$ cat src/verilog/clk_ctrl_pkg.sv
// Purpose: shared constants and types for the system clock controller
// Assumes: 100 MHz control clock, 32-bit register port
// Notes:   clock sources arrive as sampled levels
package clk_ctrl_pkg;

   localparam int          CLK_MHZ         = 100;
   localparam int          RC_MHZ          = 16;
   localparam int          EXT_MIN_MHZ     = 4;
   localparam int          EXT_MAX_MHZ     = 26;
   localparam int          SYS_MAX_MHZ     = 100;
   localparam int          APB_LS_MAX_MHZ  = 50;
   localparam int          AUDIO_MIN_KHZ   = 8;
   localparam int          AUDIO_MAX_KHZ   = 192;

   // monitor: longest gap between source edges, in control cycles
   localparam int          MON_GAP_NS      = 1000;
   localparam int          MON_GAP_CYC     = MON_GAP_NS * CLK_MHZ / 1000;
   localparam logic [7:0]  MON_GAP_CYC_8   = 8'(MON_GAP_CYC);

   localparam logic [3:0]  ADDR_CTRL       = 4'h0;
   localparam logic [3:0]  ADDR_PLL        = 4'h1;
   localparam logic [3:0]  ADDR_PRESC      = 4'h2;
   localparam logic [3:0]  ADDR_AUDIO      = 4'h3;
   localparam logic [3:0]  ADDR_STATUS     = 4'h4;
   localparam logic [3:0]  ADDR_CLEAR      = 4'h5;

   localparam logic [1:0]  SRC_RC          = 2'h0;
   localparam logic [1:0]  SRC_EXT         = 2'h1;
   localparam logic [1:0]  SRC_PLL         = 2'h2;

   // reset values of the pll, prescaler and audio registers
   localparam logic [7:0]  PLL_MUL_RST     = 8'h06;
   localparam logic [3:0]  PLL_DIV_RST     = 4'h1;
   localparam logic [3:0]  AHB_DIV_RST     = 4'h0;
   localparam logic [3:0]  APB2_DIV_RST    = 4'h0;
   localparam logic [3:0]  APB1_DIV_RST    = 4'h1;
   localparam logic [7:0]  AUD_MUL_RST     = 8'h30;
   localparam logic [7:0]  AUD_DIV_RST     = 8'h7D;

   typedef struct packed {
      logic [7:0] mul;
      logic [3:0] div;
   } pll_cfg_t;

   typedef struct packed {
      logic [3:0] ahb;
      logic [3:0] apb2;
      logic [3:0] apb1;
   } presc_t;

   typedef enum logic [1:0] {
      SW_IDLE = 2'b00,
      SW_OFF  = 2'b01,
      SW_ON   = 2'b10
   } sw_state_t;

endpackage : clk_ctrl_pkg

$ cat src/verilog/sys_clock_ctrl.sv
// Purpose: system clock selection, monitor, pll and bus prescalers
// Assumes: source clocks are sampled pins, slower than half of clock_in
// Notes:   system and bus clocks downstream are single-cycle enables on clock_in; i2s mclk is a toggled level
//
// Summary of operation
// reset selects internal 16 MHz rc oscillator as core clock
// software selects rc or 4-26 MHz external source
// monitor detects external source that stops toggling
// on failure fall back to rc, raise interrupt if enabled
// chosen source feeds main pll, system clock at most 100 MHz
// pll input failure reported through interrupt
// separate prescalers for ahb, apb2 and apb1 domains
// ahb and apb2 clocks never above 100 MHz
// apb1 clock never above 50 MHz
// audio pll drives i2s master clock, 8 to 192 kHz rates
// every source switch is glitch-free
//
// Added by the designer: the placing of the registers and strobed register access.
`timescale 1ns/10ps
module sys_clock_ctrl
   import clk_ctrl_pkg::*;
(
   input  wire logic        clock_in,
   input  wire logic        resetn_in,
   input  wire logic        rc_clk_in,
   input  wire logic        ext_clk_in,
   input  wire logic [3:0]  addr_in,
   input  wire logic [31:0] wdata_in,
   input  wire logic        wr_in,
   input  wire logic        rd_in,
   output logic [31:0]      rdata_out,
   output logic             sys_tick_out,
   output logic             ahb_tick_out,
   output logic             apb2_tick_out,
   output logic             apb1_tick_out,
   output logic             i2s_mclk_out,
   output logic             irq_out
);
   // two-stage synchronisers for source pins
   logic [1:0] rc_sync_q;
   logic [1:0] ext_sync_q;
   logic       rc_last_q;
   logic       ext_last_q;
   logic       rc_tick;
   logic       ext_tick;

   always_ff @(posedge clock_in or negedge resetn_in) begin
      if (!resetn_in) begin
         rc_sync_q  <= 2'b00;
         ext_sync_q <= 2'b00;
         rc_last_q  <= 1'b0;
         ext_last_q <= 1'b0;
      end else begin
         rc_sync_q  <= {rc_sync_q[0], rc_clk_in};
         ext_sync_q <= {ext_sync_q[0], ext_clk_in};
         rc_last_q  <= rc_sync_q[1];
         ext_last_q <= ext_sync_q[1];
      end
   end

   assign rc_tick  = rc_sync_q[1] && !rc_last_q;
   assign ext_tick = ext_sync_q[1] && !ext_last_q;

   // registers
   logic [1:0]  src_sel_q;
   logic        ext_en_q;
   logic        mon_en_q;
   logic        irq_en_q;
   logic        pll_en_q;
   logic        pll_src_ext_q;
   logic        aud_en_q;
   pll_cfg_t    pll_cfg_q;
   presc_t      presc_q;
   logic [7:0]  aud_mul_q;
   logic [7:0]  aud_div_q;
   logic        fail_q;
   logic        pll_fail_q;

   logic        wr_ctrl;
   logic        wr_pll;
   logic        wr_presc;
   logic        wr_audio;
   logic        wr_clear;

   assign wr_ctrl  = wr_in && (addr_in == ADDR_CTRL);
   assign wr_pll   = wr_in && (addr_in == ADDR_PLL);
   assign wr_presc = wr_in && (addr_in == ADDR_PRESC);
   assign wr_audio = wr_in && (addr_in == ADDR_AUDIO);
   assign wr_clear = wr_in && (addr_in == ADDR_CLEAR);

   // clock monitor on external source
   logic [7:0] gap_q;
   logic       mon_trip;
   logic       ext_used;

   assign ext_used = ext_en_q && mon_en_q &&
                     ((src_sel_q == SRC_EXT) ||
                      (src_sel_q == SRC_PLL && pll_src_ext_q));
   assign mon_trip = ext_used && (gap_q >= MON_GAP_CYC_8);

   always_ff @(posedge clock_in or negedge resetn_in) begin
      if (!resetn_in) gap_q <= 8'h00;
      else if (ext_tick || !ext_used) gap_q <= 8'h00;
      else if (!mon_trip) gap_q <= gap_q + 8'h01;
   end

   // failure flags: set wins over clear
   logic fail_d;
   logic pll_fail_d;
   logic new_fail;

   assign new_fail   = mon_trip && !fail_q;
   assign fail_d     = new_fail || (fail_q && !(wr_clear && wdata_in[0]));
   assign pll_fail_d = (new_fail && src_sel_q == SRC_PLL) ||
                       (pll_fail_q && !(wr_clear && wdata_in[1]));

   // control register writes; failure forces rc
   always_ff @(posedge clock_in or negedge resetn_in) begin
      if (!resetn_in) begin
         src_sel_q     <= SRC_RC;
         ext_en_q      <= 1'b0;
         mon_en_q      <= 1'b0;
         irq_en_q      <= 1'b0;
         pll_en_q      <= 1'b0;
         pll_src_ext_q <= 1'b0;
         aud_en_q      <= 1'b0;
      end else if (new_fail) begin
         src_sel_q <= SRC_RC;
         pll_en_q  <= 1'b0;
      end else if (wr_ctrl) begin
         src_sel_q     <= (wdata_in[1:0] == 2'h3) ? SRC_RC
                                                   : wdata_in[1:0];
         ext_en_q      <= wdata_in[2];
         mon_en_q      <= wdata_in[3];
         irq_en_q      <= wdata_in[4];
         pll_en_q      <= wdata_in[5];
         pll_src_ext_q <= wdata_in[6];
         aud_en_q      <= wdata_in[7];
      end
   end

   always_ff @(posedge clock_in or negedge resetn_in) begin
      if (!resetn_in) begin
         pll_cfg_q  <= '{mul: PLL_MUL_RST, div: PLL_DIV_RST};
         presc_q    <= '{ahb: AHB_DIV_RST, apb2: APB2_DIV_RST,
                         apb1: APB1_DIV_RST};
         aud_mul_q  <= AUD_MUL_RST;
         aud_div_q  <= AUD_DIV_RST;
         fail_q     <= 1'b0;
         pll_fail_q <= 1'b0;
      end else begin
         if (wr_pll) pll_cfg_q <= pll_cfg_t'(wdata_in[11:0]);
         if (wr_presc) presc_q <= presc_t'(wdata_in[11:0]);
         if (wr_audio) begin
            aud_mul_q <= wdata_in[7:0];
            aud_div_q <= wdata_in[15:8];
         end
         fail_q     <= fail_d;
         pll_fail_q <= pll_fail_d;
      end
   end

   // main pll model: fractional accumulator of source ticks
   logic       pll_ref_tick;
   logic [8:0] pll_acc_q;
   logic [8:0] pll_sum;
   logic       pll_tick;
   logic [8:0] pll_lim;

   assign pll_ref_tick = pll_src_ext_q ? ext_tick : rc_tick;
   assign pll_lim  = {1'b0, pll_cfg_q.div, 4'h0};
   assign pll_sum  = pll_acc_q + (pll_ref_tick ? {1'b0, pll_cfg_q.mul}
                                               : 9'h000);
   assign pll_tick = pll_en_q && (pll_acc_q >= pll_lim)
                     && (pll_lim != 9'h000);

   always_ff @(posedge clock_in or negedge resetn_in) begin
      if (!resetn_in) pll_acc_q <= 9'h000;
      else if (!pll_en_q) pll_acc_q <= 9'h000;
      else if (pll_tick) pll_acc_q <= 9'(pll_sum - pll_lim);
      else pll_acc_q <= pll_sum;
   end

   // glitch-free selection: rc/ext first, then that against pll
   logic base_tick;
   logic sys_tick;
   logic want_ext;
   logic want_pll;

   assign want_ext = (src_sel_q == SRC_EXT) && ext_en_q;
   assign want_pll = (src_sel_q == SRC_PLL) && pll_en_q;

   clk_glitch_mux u_mux_base (
      .clock_in  (clock_in),
      .resetn_in (resetn_in),
      .sel_b_in  (want_ext),
      .tick_a_in (rc_tick),
      .tick_b_in (ext_tick),
      .tick_out  (base_tick),
      .on_b_out  ()
   );

   clk_glitch_mux u_mux_pll (
      .clock_in  (clock_in),
      .resetn_in (resetn_in),
      .sel_b_in  (want_pll),
      .tick_a_in (base_tick),
      .tick_b_in (pll_tick),
      .tick_out  (sys_tick),
      .on_b_out  ()
   );

   // prescalers; minimum codes cap the domain rates
   logic ahb_tick;
   logic apb2_tick;
   logic apb1_tick;

   clk_divider #(.MIN_CODE(4'h0)) u_ahb (
      .clock_in    (clock_in),
      .resetn_in   (resetn_in),
      .code_in     (presc_q.ahb),
      .src_tick_in (sys_tick),
      .tick_out    (ahb_tick)
   );

   clk_divider #(.MIN_CODE(4'h0)) u_apb2 (
      .clock_in    (clock_in),
      .resetn_in   (resetn_in),
      .code_in     (presc_q.apb2),
      .src_tick_in (sys_tick),
      .tick_out    (apb2_tick)
   );

   clk_divider #(.MIN_CODE(4'h1)) u_apb1 (
      .clock_in    (clock_in),
      .resetn_in   (resetn_in),
      .code_in     (presc_q.apb1),
      .src_tick_in (sys_tick),
      .tick_out    (apb1_tick)
   );

   // audio pll: fractional divider from control clock to mclk
   logic [15:0] aud_acc_q;
   logic [15:0] aud_lim;
   logic        aud_wrap;

   assign aud_lim  = {aud_div_q, 8'h00};
   assign aud_wrap = (aud_acc_q + {8'h00, aud_mul_q}) >= aud_lim;

   always_ff @(posedge clock_in or negedge resetn_in) begin
      if (!resetn_in) begin
         aud_acc_q    <= 16'h0000;
         i2s_mclk_out <= 1'b0;
      end else if (!aud_en_q || aud_lim == 16'h0000) begin
         aud_acc_q    <= 16'h0000;
         i2s_mclk_out <= 1'b0;
      end else if (aud_wrap) begin
         aud_acc_q    <= 16'(aud_acc_q + {8'h00, aud_mul_q} - aud_lim);
         i2s_mclk_out <= !i2s_mclk_out;
      end else begin
         aud_acc_q    <= aud_acc_q + {8'h00, aud_mul_q};
      end
   end

   // read port and outputs
   logic [31:0] rd_mux;
   logic [31:0] status_word;

   assign status_word = {26'h0, pll_en_q, ext_en_q, src_sel_q,
                         pll_fail_q, fail_q};
   assign rd_mux =
      (addr_in == ADDR_CTRL)   ? {24'h0, aud_en_q, pll_src_ext_q, pll_en_q,
                                  irq_en_q, mon_en_q, ext_en_q, src_sel_q} :
      (addr_in == ADDR_PLL)    ? {20'h0, pll_cfg_q} :
      (addr_in == ADDR_PRESC)  ? {20'h0, presc_q} :
      (addr_in == ADDR_AUDIO)  ? {16'h0, aud_div_q, aud_mul_q} :
      (addr_in == ADDR_STATUS) ? status_word : 32'h0000_0000;

   always_ff @(posedge clock_in or negedge resetn_in) begin
      if (!resetn_in) begin
         rdata_out     <= 32'h0000_0000;
         sys_tick_out  <= 1'b0;
         ahb_tick_out  <= 1'b0;
         apb2_tick_out <= 1'b0;
         apb1_tick_out <= 1'b0;
         irq_out       <= 1'b0;
      end else begin
         rdata_out     <= rd_in ? rd_mux : 32'h0000_0000;
         sys_tick_out  <= sys_tick;
         ahb_tick_out  <= ahb_tick;
         apb2_tick_out <= apb2_tick;
         apb1_tick_out <= apb1_tick;
         irq_out       <= irq_en_q && (fail_q || pll_fail_q);
      end
   end
endmodule : sys_clock_ctrl

$ cat src/verilog/clk_divider.sv
// Purpose: divide-by-(2^n) enable generator for one bus domain
// Assumes: div code n gives period 2^n source ticks
// Notes:   code below MIN_CODE is raised to MIN_CODE
`timescale 1ns/10ps
module clk_divider
   import clk_ctrl_pkg::*;
#(
   parameter logic [3:0] MIN_CODE = 4'h0
) (
   input  wire logic       clock_in,
   input  wire logic       resetn_in,
   input  wire logic [3:0] code_in,
   input  wire logic       src_tick_in,
   output logic            tick_out
);
   logic [3:0]  eff_code;
   logic [15:0] cnt_q;
   logic [15:0] mask;
   logic        hit;

   assign eff_code = (code_in < MIN_CODE) ? MIN_CODE : code_in;
   assign mask     = 16'((17'h1 << eff_code) - 17'h1);
   assign hit      = src_tick_in && ((cnt_q & mask) == 16'h0000);

   always_ff @(posedge clock_in or negedge resetn_in) begin
      if (!resetn_in) begin
         cnt_q    <= 16'h0000;
         tick_out <= 1'b0;
      end else begin
         if (src_tick_in) cnt_q <= cnt_q + 16'h0001;
         tick_out <= hit;
      end
   end
endmodule : clk_divider

$ cat src/verilog/clk_glitch_mux.sv
// Purpose: glitch-free two-way enable selector
// Assumes: both inputs are single-cycle tick enables on clock_in
// Notes:   old source is stopped on its own tick, or once stalled, before new one starts
`timescale 1ns/10ps
module clk_glitch_mux
   import clk_ctrl_pkg::*;
(
   input  wire logic clock_in,
   input  wire logic resetn_in,
   input  wire logic sel_b_in,
   input  wire logic tick_a_in,
   input  wire logic tick_b_in,
   output logic      tick_out,
   output logic      on_b_out
);
   sw_state_t state_q;
   sw_state_t state_d;
   logic      cur_b_q;
   logic      gate_q;
   logic      cur_tick;
   logic [7:0] quiet_q;
   logic      stalled;

   assign cur_tick = cur_b_q ? tick_b_in : tick_a_in;
   // a dead source never ticks again: leave it once it is quiet long enough
   assign stalled  = (quiet_q >= MON_GAP_CYC_8);

   always_ff @(posedge clock_in or negedge resetn_in) begin
      if (!resetn_in) quiet_q <= 8'h00;
      else if (cur_tick) quiet_q <= 8'h00;
      else if (!stalled) quiet_q <= quiet_q + 8'h01;
   end

   always_comb begin
      state_d = state_q;
      case (state_q)
         SW_IDLE: if (sel_b_in != cur_b_q && (cur_tick || stalled)) begin
            state_d = SW_OFF;
         end
         SW_OFF:  state_d = SW_ON;
         SW_ON: begin
            if ((cur_b_q ? tick_b_in : tick_a_in)) state_d = SW_IDLE;
         end
         default: state_d = SW_IDLE;
      endcase
   end

   always_ff @(posedge clock_in or negedge resetn_in) begin
      if (!resetn_in) begin
         state_q  <= SW_IDLE;
         cur_b_q  <= 1'b0;
         gate_q   <= 1'b1;
         tick_out <= 1'b0;
         on_b_out <= 1'b0;
      end else begin
         state_q  <= state_d;
         if (state_q == SW_IDLE && state_d == SW_OFF) gate_q <= 1'b0;
         if (state_q == SW_OFF) cur_b_q <= sel_b_in;
         if (state_q == SW_ON && state_d == SW_IDLE) gate_q <= 1'b1;
         tick_out <= gate_q && cur_tick;
         on_b_out <= cur_b_q;
      end
   end
endmodule : clk_glitch_mux

$ cat config.mk
export PLATFORM = sky130hd
export DESIGN_NAME = sys_clock_ctrl
export DESIGN_NICKNAME = d
export VERILOG_FILES = /design/src/verilog/clk_ctrl_pkg.sv /design/src/verilog/sys_clock_ctrl.sv /design/src/verilog/clk_divider.sv /design/src/verilog/clk_glitch_mux.sv
export SDC_FILE = /design/constraint.sdc
export NUM_CORES = 1
export LEC_CHECK = 0
export ABC_CLOCK_PERIOD_IN_PS = 5500
export BUFFER_PORTS_ARGS = -buffer_cell sky130_fd_sc_hd__buf_2
export CAP_MARGIN = 20
export CORE_MARGIN = 2
export CORE_UTILIZATION = 61
export CTS_BUF_LIST = sky130_fd_sc_hd__clkbuf_16
export DETAILED_ROUTE_END_ITERATION = 8
export GPL_ROUTABILITY_DRIVEN = 0
export GPL_TIMING_DRIVEN = 0
export PLACE_DENSITY = 0.81
export SLEW_MARGIN = 5
export SYNTH_ARGS = -nofsm -noshare
export SYNTH_HDL_FRONTEND = slang
export SYNTH_SLANG_ARGS = --single-unit
export TNS_END_PERCENT = 30
$ cat constraint.sdc
create_clock -name clock_in -period 5.5 [get_ports clock_in]
set_clock_uncertainty 0.2 [all_clocks]
set_input_delay 0.275 -clock clock_in [delete_from_list [all_inputs] [get_ports clock_in]]
set_output_delay 0.275 -clock clock_in [all_outputs]
set_load 0.01 [all_outputs]
==> out/metrics.yaml <==
synthesis:
  postSynthRegisterBits: 185
  yosys_warnings: 0
  synthDominantCellAreaShare: 0.428
  post-synth-top-area-cell: "dfrtp_1"
  synth.yosys.seq_area_share: 0.465
  synthesis.area_per_instance_sq_um: 10.1
  synthesis.instances: 993
  synth_flop_cell: "dfrtp_1"
  netlist_area_sq_mm: 0.0100
  synth.top_cells.by_area: "dfrtp_1, ha_1, xnor2_1, mux2_2, dfstp_2"
  synth_cell_type_count: 73
  synth_edf_count: 0
  synthArstFlopShare: 1.00
critical_path:
  worst-endpoint-required_ps: 5620
  critical_path.reg2reg.startpoint: "rc_last_q"
  cell_by_cell_trace_of_the_critical_path: "nand2b_1, o21ai_0, and2_1, ha_1, inv_1, fa_1, nor2b_1, o21a_1, or2_2, xnor2_1, ha_1, inv_1, fa_1, a21o_1, a211oi_1, nand2b_1, a21oi_1, nor2_1, xnor2_1, nor2_1"
  critPathArrivalTime_ps: 4890
  worst-r2r-setup-slack_ps: 730
  crit_fanout: 8
  cpMaxStageDelayCell: "o21ai_0"
  rr_endpoint: "pll_acc_q[8]"
  startpoint: "rc_last_q"
  max_stage_delay_ps: 820
  setup.worst_path.class: "reg2reg"
  worst_setup_path_end_kind: "flip-flop"
  reg2regPathDepth: 20
  critical_path.startpoint_type: "flip-flop"
drt:
  wl_per_cell_um: 16.4
  routed-via-count: 7555
  first_iter_violations: 563
  routed_wl_mm: 21.7
  antenna_violating_nets_post_route: 0
  drt_pre_antenna_iters: 5
  detail_route.drc_violations: 0
  avgViaCountPerCell: 5.71
sta:
  timing.final.crit_period_ps: 4770
  worst_pin_slew_ps: 1050
  layout_setup_ws_ps: 728
  timing.setup.tns_ps: 0
  slew_violations: 0
  max_slew_margin: 0.290
  setup_viol: 0
  fin_crit_sh: 0.868
  grt_setup_unrepaired: "false"
  clock.fmax_mhz: 210
  hold_violations: 0
hold_path:
  min_path_cells: 3
  worstHoldStart: "wdata_in[1]"
  holdCritPathClass: "in2reg"
  whs_endpoint: "pll_fail_q"
die:
  top_level_ports: 80
  start_util: 0.627
  core_area_sq_mm: 0.0159
  die_area_sq_mm: 0.0174
  die_x_um: 132
  die_y_um: 132
  num_rows: 46
power_and_ir_drop:
  cellLeakagePower_nw: 5.43
  irDropWorstVdd_v: 0.000289
  total_power_mw: 4.17
  powerDensity_mw_per_mm2: 367
layout:
  layout.filler_cells: 1216
  num_antenna_cells: 0
  final_cell_area_sq_mm: 0.0114
  layout.nets: 1184
  final_common_cell: "dfrtp_1"
  final_core_util: 0.714
  flow.area_growth_from_synthesis_pct: 13.8
  multiInputGateArea_sq_mm: 0.00499
  layout.area.seq_sq_mm: 0.00465
  layout-drive-gt1-share: 0.158
  final_cell_mix: "dfrtp_1, nor2_1, nand2_1, xnor2_1, o21ai_0"
placed_design:
  io_buffers: 47
  placement.cell_area_sq_mm: 0.0106
  detailedPlacementHpwl_mm: 15.3
  pre_cts_ws_ps: 839
clock_tree:
  clk_transition_reported_paths_ps: 70
  clockBufferDepth: 2
  clkLatencyLatePin_ps: 440
  tritoncts_buffer_count: 17
  cts.repair_timing.setup_buffer_count: 0
  clock_sinks: 185
  tritoncts: "built"
  ctsRootBufferMaster: "clkbuf_16"
  htree_levels: 4
outcome:
  outcome: "finished clean"
grt:
  grt_start_max_net_pins: 108
  global_route_wire_length_before_repair_mm: 36.2
  grt.overflow.total: 0
  first_global_vias: 7274
  grt_resource_usage_total: 0.260
  grt_antenna_before_repair: 0
run:
  drv_cap: 0
## where the power goes
| part | total [mW] | internal [mW] | switching [mW] |
|---|---|---|---|
| combinational | 1.21 | 0.530 | 0.685 |
| sequential | 1.73 | 1.56 | 0.168 |
| clock | 1.23 | 0.709 | 0.523 |
| total | 4.17 | 2.80 | 1.37 |
## sequential cells by signal, summed over array words and instances (netlist names), 2 cells and up
name,flops
pll_acc_q,9
rdata_out,16
u_mux_base.state_q,2
src_sel_q,2
ext_sync_q,2
aud_acc_q,16
u_ahb.cnt_q,15
aud_mul_q,8
gap_q,8
u_apb2.cnt_q,15
u_apb1.cnt_q,15
u_mux_pll.state_q,2
u_mux_base.quiet_q,8
pll_cfg_q,12
rc_sync_q,2
aud_div_q,8
presc_q,12
u_mux_pll.quiet_q,8
## worst max path at each step
stage | end | cells past startpoint
finish | pll_acc_q[8] | 20
global route | pll_acc_q[8] | 20
CTS | pll_acc_q[8] | 20
detailed placement | pll_acc_q[8] | 20
global placement | aud_acc_q[13] | 1
floorplan | pll_acc_q[8] | 20
## cells by family after synthesis
group / count (synthesis) / synth area share
AND/OR/NAND/NOR: 334 / 0.164
flip-flops: 185 / 0.465
AO/OA/AOI/OAI: 182 / 0.118
buffers and inverters: 92 / 0.0419
XOR/XNOR: 87 / 0.0762
multiplexers: 63 / 0.0717
adder cells (fa/ha/maj): 48 / 0.0631
other: 2 / 0.000751
## per-layer routing
metal	part of all wire	track usage	vias up
met5	0	0	-
met4	0.023	0.0912	0
met3	0.042	0.0569	42
met2	0.49	0.423	194
met1	0.45	0.348	3687
li1	-	-	3632
## critical path: cells and delay by family (launching register included)
family / cells / cell delay [ps]
AOI/OAI and AO/OA: 5 / 1640
adders and majority gates: 4 / 1110
and+or+nand+nor: 7 / 920
DFF: 1 / 360
xor gates and xnor gates: 2 / 320
buffers and inverters: 2 / 130
## final cells by class
cell class / count / area share
timing repair buffer: 67 / 0.0407
clock buffer: 17 / 0.0374
clock inverter: 15 / 0.0146
multi-input combinational: 731 / 0.438
sequential: 185 / 0.408
inverter: 41 / 0.0135
tap: 216 / 0.0237
buffer: 51 / 0.0233
## synth_stat cells, types with 13 or more instances
cell type,n
a21oi_1,43
and2_1,13
and3_1,18
buf_4,16
clkbuf_1,24
dfrtp_1,171
dfstp_2,14
ha_1,44
inv_1,40
mux2_2,41
mux2i_1,15
nand2_1,77
nand2b_1,15
nand3_1,24
nand4_1,20
nor2_1,98
nor2b_1,17
nor3_1,16
o21ai_0,52
xnor2_1,55
xor2_1,32
## per-stage QoR
step / hold WS, ps / instances
2_1_floorplan: -221 / 1008
3_3_place_gp: 132 / 1271
3_5_place_dp: 101 / 1272
4_1_cts: 10.7 / 1323
5_1_grt: 27.0 / 1323
6_report: 31.5 / 1323
## timing repair
action,in CTS,in global routing
endpoints found under the hold margin,121,0
resized for setup,0,0
hold buffers,19,0
Power figures use the tool's default switching activity.
